## config.mk

```make
export PLATFORM = sky130hd
export DESIGN_NAME = page_b_row_control
export DESIGN_NICKNAME = d
export VERILOG_FILES = /design/src/pkg/page_b_pkg.sv /design/src/hdl/packet_flag_bank.sv /design/src/hdl/page_b_row_control.sv
export SDC_FILE = /design/constraint.sdc
export NUM_CORES = 1
export LEC_CHECK = 0
export BUFFER_PORTS_ARGS = -buffer_cell sky130_fd_sc_hd__clkbuf_2
export CORE_MARGIN = 2
export CORE_UTILIZATION = 48
export DETAILED_ROUTE_END_ITERATION = 7
export HOLD_SLACK_MARGIN = 0.02
export MAX_ROUTING_LAYER = met4
export PLACE_DENSITY = 0.79
export RECOVER_POWER = 25
export SETUP_SLACK_MARGIN = 0.3
export SYNTH_ARGS = -nofsm -noshare
export SYNTH_HDL_FRONTEND = slang
export SYNTH_HIERARCHICAL = 1
export SYNTH_SLANG_ARGS = --single-unit
```

## constraint.sdc

```tcl
create_clock -name clk_i -period 2.63 [get_ports clk_i]
set_clock_uncertainty 0.05 [all_clocks]
set_input_delay 0.3945 -clock clk_i [delete_from_list [all_inputs] [get_ports clk_i]]
set_output_delay 0.3945 -clock clk_i [all_outputs]
set_load 0.005 [all_outputs]
```

## src/pkg/page_b_pkg.sv

```systemverilog
`default_nettype none
package page_b_pkg;
  localparam int ADDR_W = 8;
  localparam int DATA_W = 32;
  localparam int SEL_W = 4;
  localparam int REG_W = 8;
  localparam int ROW_W = 5;
  localparam int ROM_W = 12;
  localparam int LANG_W = 3;
  localparam int BLOCKS_DEFAULT = 10;

  localparam logic [ADDR_W-1:0] OFF_ROW_CTRL = 8'h00;
  localparam logic [ADDR_W-1:0] OFF_GP_FLAGS = 8'h04;
  localparam logic [ADDR_W-1:0] OFF_ROM_A_UPPER = 8'h08;
  localparam logic [ADDR_W-1:0] OFF_ROM_B_LOW = 8'h0C;
  localparam logic [ADDR_W-1:0] OFF_ROM_B_HIGH = 8'h10;
  localparam logic [ADDR_W-1:0] OFF_PKT_LOW = 8'h14;
  localparam logic [ADDR_W-1:0] OFF_PKT_HIGH = 8'h18;
  localparam logic [ADDR_W-1:0] OFF_IRQ_STATUS = 8'h1C;
  localparam logic [ADDR_W-1:0] OFF_IRQ_MASK = 8'h20;

  localparam int CTRL_TWIST_LSB = 0;
  localparam int CTRL_TWIST_MSB = 2;
  localparam int CTRL_HALF = 3;
  localparam int CTRL_DOUBLE = 4;
  localparam int CTRL_STATUS_TOP = 5;
  localparam int CTRL_SOURCE = 6;
  localparam int CTRL_STATUS_ONLY = 7;
  localparam logic [REG_W-1:0] CTRL_RESET = 8'h00;

  localparam logic [1:0] CORE_CLOCK_12MHZ = 2'h1;
  localparam int GPF_CLK_LSB = 0;
  localparam int GPF_CLK_MSB = 1;
  localparam int GPF_UPPER_LSB = 2;
  localparam int GPF_UPPER_MSB = 3;
  localparam int ROM_FLAGS_LSB = 10;
  localparam int ROM_FLAGS_MSB = 11;
  localparam int ROM_A_CFG_LSB = 5;
  localparam int ROM_A_CFG_MSB = 11;
  localparam int ROM_A_RSVD_POS = 7;
  localparam int ROM_B_LOW_MSB = 7;
  localparam int ROM_B_HIGH_LSB = 8;
  localparam int ROM_B_HIGH_MSB = 11;

  localparam logic [ROW_W-1:0] ROW_FIRST = 5'h00;
  localparam logic [ROW_W-1:0] ROW_ONE = 5'h01;
  localparam logic [ROW_W-1:0] ROW_HALF_BASE = 5'h0C;
  localparam logic [ROW_W-1:0] ROW_STATUS = 5'h18;

  typedef enum logic [1:0] {
    BUS_IDLE = 2'b00,
    BUS_ACK = 2'b01,
    BUS_HOLD = 2'b11
  } bus_state_e;
endpackage : page_b_pkg
`default_nettype wire

```

## src/hdl/packet_flag_bank.sv

```systemverilog
`default_nettype none
module packet_flag_bank
  import page_b_pkg::*;
#(
  parameter int NUM_BLOCKS = BLOCKS_DEFAULT
)
(
  input wire logic clk_i,
  input wire logic rst_i,
  input wire logic ce_i,
  input wire logic [NUM_BLOCKS-1:0] set_i,
  input wire logic [NUM_BLOCKS-1:0] clear_i,
  output logic [NUM_BLOCKS-1:0] flags_o,
  output logic [NUM_BLOCKS-1:0] event_o
);
  if (NUM_BLOCKS < 1) begin : bad_blocks
    $error("packet_flag_bank needs at least one block");
  end

  genvar b;
  for (b = 0; b < NUM_BLOCKS; b = b + 1) begin : g_flag
    logic flag_reg;
    logic flag_next;

    // Set beats clear so a reception in the clearing cycle survives
    always_comb
    begin
      flag_next = flag_reg;
      if (clear_i[b])
      begin
        flag_next = 1'b0;
      end
      if (set_i[b])
      begin
        flag_next = 1'b1;
      end
    end

    always_ff @(posedge clk_i)
    begin
      if (rst_i)
      begin
        flag_reg <= 1'b0;
      end
      else if (ce_i)
      begin
        flag_reg <= flag_next;
      end
    end

    assign flags_o[b] = flag_reg;
    assign event_o[b] = set_i[b] & ce_i;
  end
endmodule : packet_flag_bank
`default_nettype wire

```

## src/hdl/page_b_row_control.sv

```systemverilog
// Function
// - Three-bit language code selects twist character set
// - Half select picks rows 0-11 or 12-23
// - Double-height bit doubles character height on every row except the status row
// - Status row below page or above page
// - Row 24 from basic or extension memory
// - Status-row-only shows row 24 alone
// - Clock config field reads 01 for 12 MHz
// - Upper flag bits come from ROM word 09FEH
// - ROM word 09FFH bits 11..5 readable, one reserved
// - Low flag register holds blocks 7 to 0
// - High flag register holds blocks 9 and 8
// - Hardware sets block flag, only software clears
//
// Our own choices: register access over Wishbone and the register offsets.
`default_nettype none
module page_b_row_control
  import page_b_pkg::*;
#(
  parameter int NUM_BLOCKS = BLOCKS_DEFAULT
)
(
  input wire logic clk_i,
  input wire logic rst_i,
  input wire logic ce_i,
  input wire logic wb_cyc_i,
  input wire logic wb_stb_i,
  input wire logic wb_we_i,
  input wire logic [ADDR_W-1:0] wb_adr_i,
  input wire logic [SEL_W-1:0] wb_sel_i,
  input wire logic [DATA_W-1:0] wb_dat_i,
  output logic [DATA_W-1:0] wb_dat_o,
  output logic wb_ack_o,
  output logic irq_o,
  input wire logic [ROM_W-1:0] rom_flag_word_i,
  input wire logic [ROM_W-1:0] rom_word_a_i,
  input wire logic [ROM_W-1:0] rom_word_b_i,
  input wire logic [NUM_BLOCKS-1:0] acq_block_done_i,
  input wire logic [ROW_W-1:0] disp_row_i,
  input wire logic [LANG_W-1:0] language_code_i,
  output logic [LANG_W-1:0] twist_language_select_o,
  output logic twist_active_o,
  output logic double_height_o,
  output logic double_height_half_select_o,
  output logic status_row_top_o,
  output logic status_row_source_select_o,
  output logic status_row_only_o,
  output logic [ROW_W-1:0] mem_row_o,
  output logic row_visible_o,
  output logic row_from_ext_o,
  output logic [NUM_BLOCKS-1:0] block_packet_seen_o
);
  localparam int HIGH_W = NUM_BLOCKS - REG_W;

  // Two byte-wide flag registers can only cover sixteen blocks
  if (NUM_BLOCKS <= REG_W || NUM_BLOCKS > 2 * REG_W) begin : bad_blocks
    $error("NUM_BLOCKS must lie between 9 and 16");
  end

  bus_state_e bus_state_reg;
  bus_state_e bus_state_next;
  logic [REG_W-1:0] ctrl_reg;
  logic [NUM_BLOCKS-1:0] irq_status_reg;
  logic [NUM_BLOCKS-1:0] irq_status_next;
  logic [NUM_BLOCKS-1:0] irq_mask_reg;
  logic [DATA_W-1:0] rd_data_reg;
  logic [DATA_W-1:0] rd_data_next;
  logic irq_reg;
  logic req;
  logic wr_fire;
  logic rd_fire;
  logic lane0;
  logic [NUM_BLOCKS-1:0] sw_clear;
  logic [NUM_BLOCKS-1:0] flags;
  logic [NUM_BLOCKS-1:0] flag_events;
  logic [REG_W-1:0] gp_flags;
  logic [REG_W-1:0] rom_a_upper;
  logic [REG_W-1:0] rom_b_low;
  logic [REG_W-1:0] rom_b_high;
  logic [REG_W-1:0] pkt_low;
  logic [REG_W-1:0] pkt_high;

  logic [LANG_W-1:0] twist_sel_reg;
  logic twist_active_reg;
  logic double_reg;
  logic half_reg;
  logic status_top_reg;
  logic source_reg;
  logic status_only_reg;
  logic [ROW_W-1:0] mem_row_reg;
  logic [ROW_W-1:0] mem_row_next;
  logic visible_reg;
  logic visible_next;
  logic from_ext_reg;
  logic from_ext_next;
  logic status_slot;
  logic [ROW_W-1:0] page_row;
  logic [ROW_W-1:0] half_base;

  // Bus handshake
  assign req = wb_cyc_i & wb_stb_i;
  assign wr_fire = ce_i & req & wb_we_i & (bus_state_reg == BUS_ACK);
  assign rd_fire = ce_i & req & ~wb_we_i & (bus_state_reg == BUS_ACK);
  assign lane0 = wb_sel_i[0];

  always_comb
  begin
    bus_state_next = bus_state_reg;
    case (bus_state_reg)
      BUS_IDLE:
      begin
        if (req)
        begin
          bus_state_next = BUS_ACK;
        end
      end
      BUS_ACK:
      begin
        bus_state_next = BUS_HOLD;
      end
      BUS_HOLD:
      begin
        // Waiting for release stops a held strobe from retriggering
        if (!req)
        begin
          bus_state_next = BUS_IDLE;
        end
      end
      default:
      begin
        bus_state_next = BUS_IDLE;
      end
    endcase
  end

  always_ff @(posedge clk_i)
  begin
    if (rst_i)
    begin
      bus_state_reg <= BUS_IDLE;
    end
    else if (ce_i)
    begin
      bus_state_reg <= bus_state_next;
    end
  end

  assign wb_ack_o = (bus_state_reg == BUS_ACK);
  assign wb_dat_o = rd_data_reg;

  // Read-only views
  always_comb
  begin
    gp_flags = '0;
    gp_flags[GPF_CLK_MSB:GPF_CLK_LSB] = CORE_CLOCK_12MHZ;
    gp_flags[GPF_UPPER_MSB:GPF_UPPER_LSB] =
      rom_flag_word_i[ROM_FLAGS_MSB:ROM_FLAGS_LSB];
  end

  always_comb
  begin
    rom_a_upper = '0;
    rom_a_upper[ROM_A_RSVD_POS] = 1'b0;
    rom_a_upper[ROM_A_CFG_MSB-ROM_A_CFG_LSB:0] =
      rom_word_a_i[ROM_A_CFG_MSB:ROM_A_CFG_LSB];
  end

  always_comb
  begin
    rom_b_low = rom_word_b_i[ROM_B_LOW_MSB:0];
    rom_b_high = '0;
    rom_b_high[ROM_B_HIGH_MSB-ROM_B_HIGH_LSB:0] =
      rom_word_b_i[ROM_B_HIGH_MSB:ROM_B_HIGH_LSB];
  end

  always_comb
  begin
    pkt_low = flags[REG_W-1:0];
    pkt_high = '0;
    pkt_high[HIGH_W-1:0] = flags[NUM_BLOCKS-1:REG_W];
  end

  // Read data captured as the request is seen, presented with ack
  always_comb
  begin
    rd_data_next = '0;
    case (wb_adr_i)
      OFF_ROW_CTRL: rd_data_next[REG_W-1:0] = ctrl_reg;
      OFF_GP_FLAGS: rd_data_next[REG_W-1:0] = gp_flags;
      OFF_ROM_A_UPPER: rd_data_next[REG_W-1:0] = rom_a_upper;
      OFF_ROM_B_LOW: rd_data_next[REG_W-1:0] = rom_b_low;
      OFF_ROM_B_HIGH: rd_data_next[REG_W-1:0] = rom_b_high;
      OFF_PKT_LOW: rd_data_next[REG_W-1:0] = pkt_low;
      OFF_PKT_HIGH: rd_data_next[REG_W-1:0] = pkt_high;
      OFF_IRQ_STATUS: rd_data_next[NUM_BLOCKS-1:0] = irq_status_reg;
      OFF_IRQ_MASK: rd_data_next[NUM_BLOCKS-1:0] = irq_mask_reg;
      default: rd_data_next = '0;
    endcase
  end

  always_ff @(posedge clk_i)
  begin
    if (rst_i)
    begin
      rd_data_reg <= '0;
    end
    else if (ce_i && bus_state_reg == BUS_IDLE && req)
    begin
      rd_data_reg <= rd_data_next;
    end
  end

  // Control register
  always_ff @(posedge clk_i)
  begin
    if (rst_i)
    begin
      ctrl_reg <= CTRL_RESET;
    end
    else if (wr_fire && lane0 && wb_adr_i == OFF_ROW_CTRL)
    begin
      ctrl_reg <= wb_dat_i[REG_W-1:0];
    end
  end

  // Write one to clear packet flags; software cannot set them
  always_comb
  begin
    sw_clear = '0;
    if (wr_fire && lane0 && wb_adr_i == OFF_PKT_LOW)
    begin
      sw_clear[REG_W-1:0] = wb_dat_i[REG_W-1:0];
    end
    if (wr_fire && lane0 && wb_adr_i == OFF_PKT_HIGH)
    begin
      sw_clear[NUM_BLOCKS-1:REG_W] = wb_dat_i[HIGH_W-1:0];
    end
  end

  packet_flag_bank #(
    .NUM_BLOCKS(NUM_BLOCKS)
  ) u_flags (
    .clk_i(clk_i),
    .rst_i(rst_i),
    .ce_i(ce_i),
    .set_i(acq_block_done_i),
    .clear_i(sw_clear),
    .flags_o(flags),
    .event_o(flag_events)
  );

  assign block_packet_seen_o = flags;

  // Interrupts: read clears only the bits that were returned
  always_comb
  begin
    irq_status_next = irq_status_reg;
    if (rd_fire && wb_adr_i == OFF_IRQ_STATUS)
    begin
      irq_status_next = irq_status_reg & ~rd_data_reg[NUM_BLOCKS-1:0];
    end
    irq_status_next = irq_status_next | flag_events;
  end

  always_ff @(posedge clk_i)
  begin
    if (rst_i)
    begin
      irq_status_reg <= '0;
    end
    else if (ce_i)
    begin
      irq_status_reg <= irq_status_next;
    end
  end

  always_ff @(posedge clk_i)
  begin
    if (rst_i)
    begin
      irq_mask_reg <= '0;
    end
    else if (wr_fire && wb_adr_i == OFF_IRQ_MASK)
    begin
      irq_mask_reg <= wb_dat_i[NUM_BLOCKS-1:0];
    end
  end

  always_ff @(posedge clk_i)
  begin
    if (rst_i)
    begin
      irq_reg <= 1'b0;
    end
    else if (ce_i)
    begin
      irq_reg <= |(irq_status_next & irq_mask_reg);
    end
  end

  assign irq_o = irq_reg;

  // Row mapping for the display engine
  assign status_slot = ctrl_reg[CTRL_STATUS_TOP] ? (disp_row_i == ROW_FIRST)
                                                 : (disp_row_i == ROW_STATUS);
  assign page_row = ctrl_reg[CTRL_STATUS_TOP] ? disp_row_i - ROW_ONE : disp_row_i;
  assign half_base = ctrl_reg[CTRL_HALF] ? ROW_HALF_BASE : ROW_FIRST;

  always_comb
  begin
    mem_row_next = page_row;
    visible_next = (disp_row_i <= ROW_STATUS);
    from_ext_next = 1'b0;
    if (ctrl_reg[CTRL_DOUBLE])
    begin
      // Each memory row spans two display rows
      mem_row_next = half_base + (page_row >> 1);
    end
    if (status_slot)
    begin
      mem_row_next = ROW_STATUS;
      from_ext_next = ctrl_reg[CTRL_SOURCE];
    end
    else if (ctrl_reg[CTRL_STATUS_ONLY])
    begin
      visible_next = 1'b0;
    end
  end

  always_ff @(posedge clk_i)
  begin
    if (rst_i)
    begin
      mem_row_reg <= ROW_FIRST;
      visible_reg <= 1'b0;
      from_ext_reg <= 1'b0;
    end
    else if (ce_i)
    begin
      mem_row_reg <= mem_row_next;
      visible_reg <= visible_next;
      from_ext_reg <= from_ext_next;
    end
  end

  always_ff @(posedge clk_i)
  begin
    if (rst_i)
    begin
      twist_sel_reg <= '0;
      twist_active_reg <= 1'b0;
      double_reg <= 1'b0;
      half_reg <= 1'b0;
      status_top_reg <= 1'b0;
      source_reg <= 1'b0;
      status_only_reg <= 1'b0;
    end
    else if (ce_i)
    begin
      twist_sel_reg <= ctrl_reg[CTRL_TWIST_MSB:CTRL_TWIST_LSB];
      twist_active_reg <= (language_code_i == ctrl_reg[CTRL_TWIST_MSB:CTRL_TWIST_LSB]);
      double_reg <= ctrl_reg[CTRL_DOUBLE];
      half_reg <= ctrl_reg[CTRL_HALF];
      status_top_reg <= ctrl_reg[CTRL_STATUS_TOP];
      source_reg <= ctrl_reg[CTRL_SOURCE];
      status_only_reg <= ctrl_reg[CTRL_STATUS_ONLY];
    end
  end

  assign twist_language_select_o = twist_sel_reg;
  assign twist_active_o = twist_active_reg;
  assign double_height_o = double_reg;
  assign double_height_half_select_o = half_reg;
  assign status_row_top_o = status_top_reg;
  assign status_row_source_select_o = source_reg;
  assign status_row_only_o = status_only_reg;
  assign mem_row_o = mem_row_reg;
  assign row_visible_o = visible_reg;
  assign row_from_ext_o = from_ext_reg;
endmodule : page_b_row_control
`default_nettype wire

```

# Word-level counts from Yosys, hierarchy flattened

Index checks and enable logic that the tools add are counted.

Add/subtract/negate cells: 2
Order comparisons: 1
Equal/unequal tests: 14
Multiplexer cells: 36
Bitwise gates (word level): 21
Reductions and logical operators: 33

Operators with widths:

| operator             | count |
|---|---|
| $pmux W8 S9          | 1 |
| $eq A8 B5 Y1 const B | 4 |
| $mux W1              | 24 |
| $and A10 B10 Y10     | 2 |
| $reduce_and A2 Y1    | 10 |
| $reduce_bool A2 Y1   | 10 |
| $and A1 B1 Y1        | 16 |
| $eq A8 B4 Y1 const B | 2 |
| $mux W5              | 3 |
| $mux W10             | 1 |
| $not A10 Y10         | 1 |
| $or A10 B10 Y10      | 1 |
| $reduce_or A10 Y1    | 1 |
| $eq A8 B3 Y1 const B | 1 |
| $eq A8 B6 Y1 const B | 1 |
| $logic_and A1 B1 Y1  | 8 |
| $logic_not A8 Y1     | 1 |
| $mux W8              | 1 |
| $mux W2              | 3 |
| $pmux W2 S3          | 1 |
| $add A4 B4 Y5        | 1 |
| $eq A5 B5 Y1 const B | 1 |
| $le A5 B5 Y1 const B | 1 |
| $logic_not A5 Y1     | 1 |
| other kinds (10)     | 11 |

Register bits: 67
Input port bits: 104
Output and inout bits: 60
Word-level logic and storage cells: 133

# Longest topological paths before layout

Gate-level depths: netlist of run 1.

Word-level depth: 9
Depth in mapped cells: 8
Mapped depth without buffers: 8

# By module

The synthesis of run 1 kept the hierarchy.

Modules (own cells, without submodules):

| module             | instances | cells an instance | area an instance (sq um) | seq. area each (sq um) |
|---|---|---|---|---|
| page_b_row_control | 1         | 400               | 3,296.9                  | 1,141.1 |
| packet_flag_bank   | 1         | 52                | 554.3                    | 200.2 |

# Worst setup path before layout of run 1

OpenSTA, ideal clock, no wires.

Path type: in2reg
From: in wb_adr_i[3]
To: reg u_flags.g_flag[2].flag_reg
Library setup time: 115 ps
Data arrival time: 2,020 ps
Data required time: 2,465 ps
Slack: 445 ps
Stages: 7
Path buffers: 1
Cells stage by stage: clkbuf_1 -> nor4b_2 -> inv_1 -> nor3_1 -> and2_1 -> a21boi_1 -> o21ba_1

Word-level cells in the longest chain between the ends: 5

Ends and longest elaborated chain:

| element                      | line                      | text |
|---|---|---|
| start, declared              | page_b_row_control.sv:29  | `input wire logic [ADDR_W-1:0] wb_adr_i,` |
| $eq A8 B5 Y1                 | page_b_row_control.sv:230 | `if (wr_fire && lane0 && wb_adr_i == OFF_PKT_LOW)` |
| $logic_and A1 B1 Y1          | page_b_row_control.sv:230 |  |
| $mux W8                      | page_b_row_control.sv:230 |  |
| net sw_clear[2]              | page_b_row_control.sv:73  | `logic [NUM_BLOCKS-1:0] sw_clear;` |
| $reduce_bool A2 Y1 (no line) | -                         |  |
| $reduce_and A2 Y1 (no line)  | -                         |  |
| end signal, assigned         | packet_flag_bank.sv:47    | `flag_reg <= flag_next;` |
| end, declared                | packet_flag_bank.sv:22    | `logic flag_reg;` |

The timed path passes the listed nets, and every way through them passes these cells.
A chain may end at the register's enable or synchronous reset.

# Worst setup path in the final report of run 1

From: in wb_adr_i[7]
To: reg irq_reg (netlist: irq_o)

Word-level cells in the longest chain between the ends: 6

Ends and longest elaborated chain:

| element              | line                      | text |
|---|---|---|
| $eq A8 B5 Y1         | page_b_row_control.sv:258 | `if (rd_fire && wb_adr_i == OFF_IRQ_STATUS)` |
| $logic_and A1 B1 Y1  | page_b_row_control.sv:258 |  |
| $mux W10             | page_b_row_control.sv:258 |  |
| $or A10 B10 Y10      | page_b_row_control.sv:262 | `irq_status_next = irq_status_next \| flag_events;` |
| $and A10 B10 Y10     | page_b_row_control.sv:297 | `irq_reg <= \|(irq_status_next & irq_mask_reg);` |
| $reduce_or A10 Y1    | page_b_row_control.sv:297 |  |
| end signal, assigned | page_b_row_control.sv:297 |  |
| end, declared        | page_b_row_control.sv:68  | `logic irq_reg;` |

Every way passes these cells.

==> flow_summary_export.csv, run 1 <==
group,metric,value,unit
run_status,outcome,"finished with violations",
run_status,violations,"max-capacitance violations, max-slew violations",
cts,path_clk_slew,70,ps
synth,synthFlopType,"dfxtp_1",
sta,setup_tns,0,ps
cts,clockRootBuffer,"clkbuf_8",
synth,synth.area.top_cells,"dfxtp_1, mux2i_1, buf_4",
global_routing,busiest_layer,"met2",
global_routing,grt_pass1_vias,3332,
setup_path,cp.arrival,2340,ps
power,p_sw_share,25.2,%
final_layout,multi_input_area,2200,um^2
power,combPwrFrac,12.6,%
final_layout,syn2layout_area_growth,17.6,%
global_routing,grt_max_degree,40,
cts,cts_tree,"done",
routing,drt-vias-per-instance,5.50,
cts,numCtsBuffers,9,
global_routing,antenna_found_initial,0,
global_routing,grt_usage,24.9,%
sta,rsz0062_at_grt,"no",
global_routing,met3_usage,4.03,%
setup_path,cp_max_fo,10,
routing,vias,3598,
floorplan,ios,164,
power,power_frac_clock,38.1,%
final_layout,fillers,699,
synth,seq_area_frac_synth,34.8,%
power,ir_drop,222,uV
power,total_power,2.17,mW
synth,yosysWarnings,6,
cts,ctsResizeCount,0,
final_layout,num-nets-final,657,
setup_path,required,2800,ps
sta,drv_slew,38,
routing,firstDrtPassIters,4,
floorplan,fp.dieW,93.6,um
cts,clockBufferDepth,2,
floorplan,dieArea,8760,um^2
final_layout,drive_above_1_share,26.3,%
run,drv_cap,1,
routing,first_iter_violations,253,
synth,synth_cell_types,59,
placement,hpwl,7720,um
global_routing,grt_remaining_overflow,0,
synth,synth_async_sr_flop_share,0,%
floorplan,start_util,49.6,%
cts,clkSinkCount,67,
synth,syn-cell-area,3850,um^2
power,internal_power,1.62,mW
routing,drt_wl_total,10500,um
synth,syn_inst,452,
setup_path,critPathKind,"primary input to flip-flop",
sta,max_freq,462,MHz
final_layout,utilization,58.3,%
cts,h-tree-depth,3,
final_layout,regArea,1340,um^2
sta,setup_viol,0,
sta,fin_crit_sh,82.3,%
power,total_leakage_power,1.99,nW
synth,synth_largest_area_cell,"dfxtp_1",
final_layout,diodes,0,
power,p_seq_share,49.3,%
setup_path,endpoint_kind,"flip-flop",
placement,routabilityCongestion,0.903,
sta,min_period,2160,ps
cts,cts_hold_buf,0,
floorplan,rows,32,
synth,yosys.area.top_type_share,34.8,%
sta,slew_headroom,-3.12,%
setup_path,cp-start-kind,"primary input",
global_routing,met1_usage,31.1,%
hold_path,hp-class,"primary input to flip-flop",
synth,ys_seq_elements,67,
sta,hold_viol_final,0,
floorplan,core-area,7770,um^2
routing,wl_per_cell,16.0,um
synth,avgSynthCellArea,8.52,um^2
power,power.density,478,nW/um^2
cts,post_cts_buffers,0,
placement,io_buffer_count,101,
routing,drc,0,
routing,ant_nets,0,
global_routing,grt_first_pass_wirelength,16400,um
power,power_switching,547,uW
synth,synth_enable_flop_cells,0,
global_routing,use_met2,39.7,%
sta,worst_pin_slew,1550,ps
floorplan,die_y,93.6,um
setup_path,r2r_slack,540,ps
cts,worst_skew_pair.late_latency,340,ps
logic make-up (layout without fill, tap and decap cells):
logic type,count (synthesis),count (layout),share of synthesized area (%)
AO/OA/AOI/OAI,112,112,19.9
XOR/XNOR,6,6,1.36
adder cells (fa/ha/maj),4,4,1.49
buffers and inverters,64,143,10.1
flip-flops,67,67,34.8
multiplexers,40,40,10.5
other,1,22,0.0974
AND/OR/NAND/NOR,158,158,21.7
layout by cell type (no fill, tap or decap), drive strengths merged, types with 14 or more instances in the layout:
cell type / netlist / routed
mux2i: 38 / 38
a22oi: 20 / 20
clkbuf: 13 / 113
nor2: 64 / 64
dfxtp: 67 / 67
nand2: 31 / 31
a21oi: 17 / 17
and2: 22 / 22
a21boi: 14 / 14
buf: 40 / 16
conb: 1 / 22
o21ai: 26 / 26
routing by layer:
metal	vias up	share of wire (%)
met5	-	0
met4	0	2.5
met3	21	6.1
met2	154	48
met1	1688	43
li1	1735	-
critical path: stages:
cell and delay [ps]:
clkbuf_2 110, or4b_4 530, and4bb_1 560, a21boi_0 200
o21ai_0 240, and4_1 230, a31oi_1 70
power by group through the flow:
stage,sequential (mW),clock (mW),combinational [mW]
floorplan,1.08,0,0.195
global placement,1.09,0,0.264
detailed placement,1.09,0,0.271
CTS,1.07,0.837,0.273
global route,1.07,0.893,0.302
finish,1.07,0.824,0.274
metrics by stage:
stage          instance area [um^2]  instances  worst slack (ps)  hold WS, ps
2_1_floorplan                  3930        473               445          406
3_3_place_gp                   4360        640               189          403
3_5_place_dp                   4360        640               125          413
4_1_cts                        4540        654               503          227
5_1_grt                        4530        654               311          255
6_report                       4530        654               465          237
final cells by class:
class	count	area share, %
sequential	67	29.6
tap	102	2.82
multi-input combinational	342	48.7
timing repair buffer	118	14.0
clock inverter	3	0.884
clock buffer	11	3.12
inverter	11	0.911
Yosys cell counts (12+ instances only):
library cell and n:
nor2_1 64, mux2i_1 38, buf_4 33, a22oi_1 20, nand2_1 31, a21oi_1 17
clkbuf_1 13, and2_1 12, o21ai_0 25, dfxtp_1 67
path summary, 6_finish.rpt:
check,from,to,cells after the start
worst max-delay path,wb_adr_i[7],irq_o,7
worst min-delay path,wb_dat_i[9],irq_mask_reg[9],3
worst max register to register,bus_state_reg[0],irq_o,6
worst min register to register,wb_dat_o[1],wb_dat_o[1],2
Power figures use the tool's default switching activity.
==> inputs of run 2 (changes only) <==
--- a/config.mk
+++ b/config.mk
@@ -7,11 +7,11 @@
 export LEC_CHECK = 0
 export BUFFER_PORTS_ARGS = -buffer_cell sky130_fd_sc_hd__clkbuf_2
 export CORE_MARGIN = 2
-export CORE_UTILIZATION = 48
+export CORE_UTILIZATION = 44
 export DETAILED_ROUTE_END_ITERATION = 7
 export HOLD_SLACK_MARGIN = 0.02
 export MAX_ROUTING_LAYER = met4
-export PLACE_DENSITY = 0.79
+export PLACE_DENSITY = 0.77
 export RECOVER_POWER = 25
 export SETUP_SLACK_MARGIN = 0.3
 export SYNTH_ARGS = -nofsm -noshare
==> constraint.sdc (replaced) <==
create_clock -name clk_i -period 1.74 [get_ports clk_i]
set_clock_uncertainty 0.05 [all_clocks]
set_input_delay 0.261 -clock clk_i [delete_from_list [all_inputs] [get_ports clk_i]]
set_output_delay 0.261 -clock clk_i [all_outputs]
set_load 0.005 [all_outputs]
==> run 2 against run 1 <==
  * The flow finishes with violations (negative setup slack)
  * Sequential power rose by 51%
  * Largest power group unchanged
  * Sequential share of layout area fell by 5.9 points
  * Total power rose by 71%
  * Via count rose by 10%
  * Combinational power rose by 120%
  * First-iteration DRC count fell by 9.9%
  * Wire length rose by 19%
  * Sequential cell count did not move
  * Count of clock-buffer cells in the layout did not move
  * Worst hold slack got worse by 110 ps
==> flow_summary_export.csv, run 2 (same netlist as run 1, synthesis figures left out) <==
group,metric,value,unit
run_status,outcome,"finished with violations",
run_status,violations,"negative setup slack",
cts,cts_tree,"done",
floorplan,start_util,44.8,%
sta,hold-worst-slack,122,ps
placement,routabilityCongestion,0.930,
placement,hpwl,8850,um
global_routing,grt_remaining_overflow,0,
sta,setup_ws,-127,ps
global_routing,antenna_found_initial,0,
routing,vias,3962,
sta,fin_crit_sh,107,%
routing,ant_nets,0,
setup_path,cp-start-kind,"flip-flop",
global_routing,grt_max_degree,39,
power,ir_drop,424,uV
floorplan,ios,164,
final_layout,syn2layout_area_growth,47.1,%
floorplan,dieArea,9520,um^2
sta,setup_viol,11,
sta,rsz0062_at_grt,"yes",
final_layout,regArea,1350,um^2
final_layout,fillers,653,
routing,drc,0,
cts,clockRootBuffer,"clkbuf_8",
routing,firstDrtPassIters,4,
cts,cts_hold_buf,0,
cts,clockBufferDepth,2,
cts,h-tree-depth,3,
final_layout,mostFrequentLayoutCells,"clkbuf_2, dfxtp_1, nor2_1",
setup_path,critPathKind,"flip-flop to flip-flop",
floorplan,die_y,97.6,um
final_layout,drive_above_1_share,48.0,%
placement,placed_area,4810,um^2
sta,setup_tns,-450,ps
placement,placed_cells,689,
sta,slew_headroom,62.0,%
final_layout,utilization,65.9,%
cts,path_clk_slew,70,ps
cts,clkSinkCount,67,
power,power.density,655,nW/um^2
hold_path,hp-class,"primary input to flip-flop",
final_layout,multi_input_area,2670,um^2
routing,first_iter_violations,228,
setup_path,endpoint_kind,"flip-flop",
setup_path,cp.arrival,2050,ps
global_routing,grt_usage,25.8,%
final_layout,diodes,0,
setup_path,required,1920,ps
power,total_power,3.71,mW
placement,pre_cts_slack,-450,ps
routing,wl_per_cell,17.3,um
routing,drt_wl_total,12500,um
routing,drt-vias-per-instance,5.49,
cts,numCtsBuffers,9,
final_layout,final_cells,722,
floorplan,fp.dieW,97.6,um
floorplan,rows,34,
sta,drv_slew,0,
final_layout,fin_area,5670,um^2
sta,min_period,1870,ps
final_layout,num-nets-final,717,
global_routing,grt_first_pass_wirelength,19200,um
cts,worst_skew_pair.late_latency,350,ps
placement,io_buffer_count,101,
setup_path,cp_max_fo,4,
sta,worst_pin_slew,570,ps
floorplan,core-area,8590,um^2
sta,max_freq,536,MHz
final_layout,layout_commonest_cell,"clkbuf_2",
global_routing,grt_pass1_vias,3832,
sta,hold_viol_final,0,
power,total_leakage_power,2.49,nW
run,drv_cap,0,
[run 2: cell types whose count changed in the layout (fill, tap and decap cells not counted), sizes merged]
cell,previous run,this run
buf,16,76
clkinvlp,0,1
bufinv,1,2
[run 2: final timing paths]
path / endpoint / start / cells after the start / slack [ps]
max: mem_row_o[3] / ctrl_reg[5] / 6 / -130
min: irq_mask_reg[9] / wb_dat_i[9] / 3 / 120
max reg2reg: mem_row_o[3] / ctrl_reg[5] / 6 / -130
min reg2reg: mem_row_o[0] / mem_row_o[0] / 2 / 420
[run 2: where the power goes]
| group | leakage, nW | total [mW] | internal, mW | switching (mW) |
|---|---|---|---|---|
| clock network | 0.116 | 1.51 | 0.890 | 0.617 |
| logic | 1.83 | 0.592 | 0.287 | 0.306 |
| registers | 0.547 | 1.62 | 1.58 | 0.0371 |
[run 2: repair_timing]
action                     in CTS  in global routing
pin swaps                      40                 49
resized for setup              85                 45
setup buffers                   9                  8
setup endpoints to repair      51                 56
hold endpoints to repair        0                  0
[run 2: per-layer routing]
metal / global-route usage, % / vias to the layer above / routed length (um)
met5: - / - / 0
met4: 11.3 / 0 / 427
met3: 4.82 / 40 / 809
met2: 41.4 / 170 / 6160
met1: 31.6 / 1901 / 5080
li1: - / 1851 / -
[run 2: worst max-delay path, cell delays in order, from the launching register on]
cell,delay [ps]
dfxtp_2,360
buf_4,120
nor4b_2,200
xor2_1,310
fa_2,500
mux2i_1,130
a211oi_1,80
[run 2: area by class of cell]
cell class | count | share of cell area (%)
Timing Repair Buffer | 178 | 21.4
Multi-Input combinational cell | 342 | 47.2
Clock inverter | 5 | 1.50
Sequential cell | 67 | 23.7
Inverter | 11 | 1.15
Clock buffer | 11 | 2.67
Tap cell | 108 | 2.38
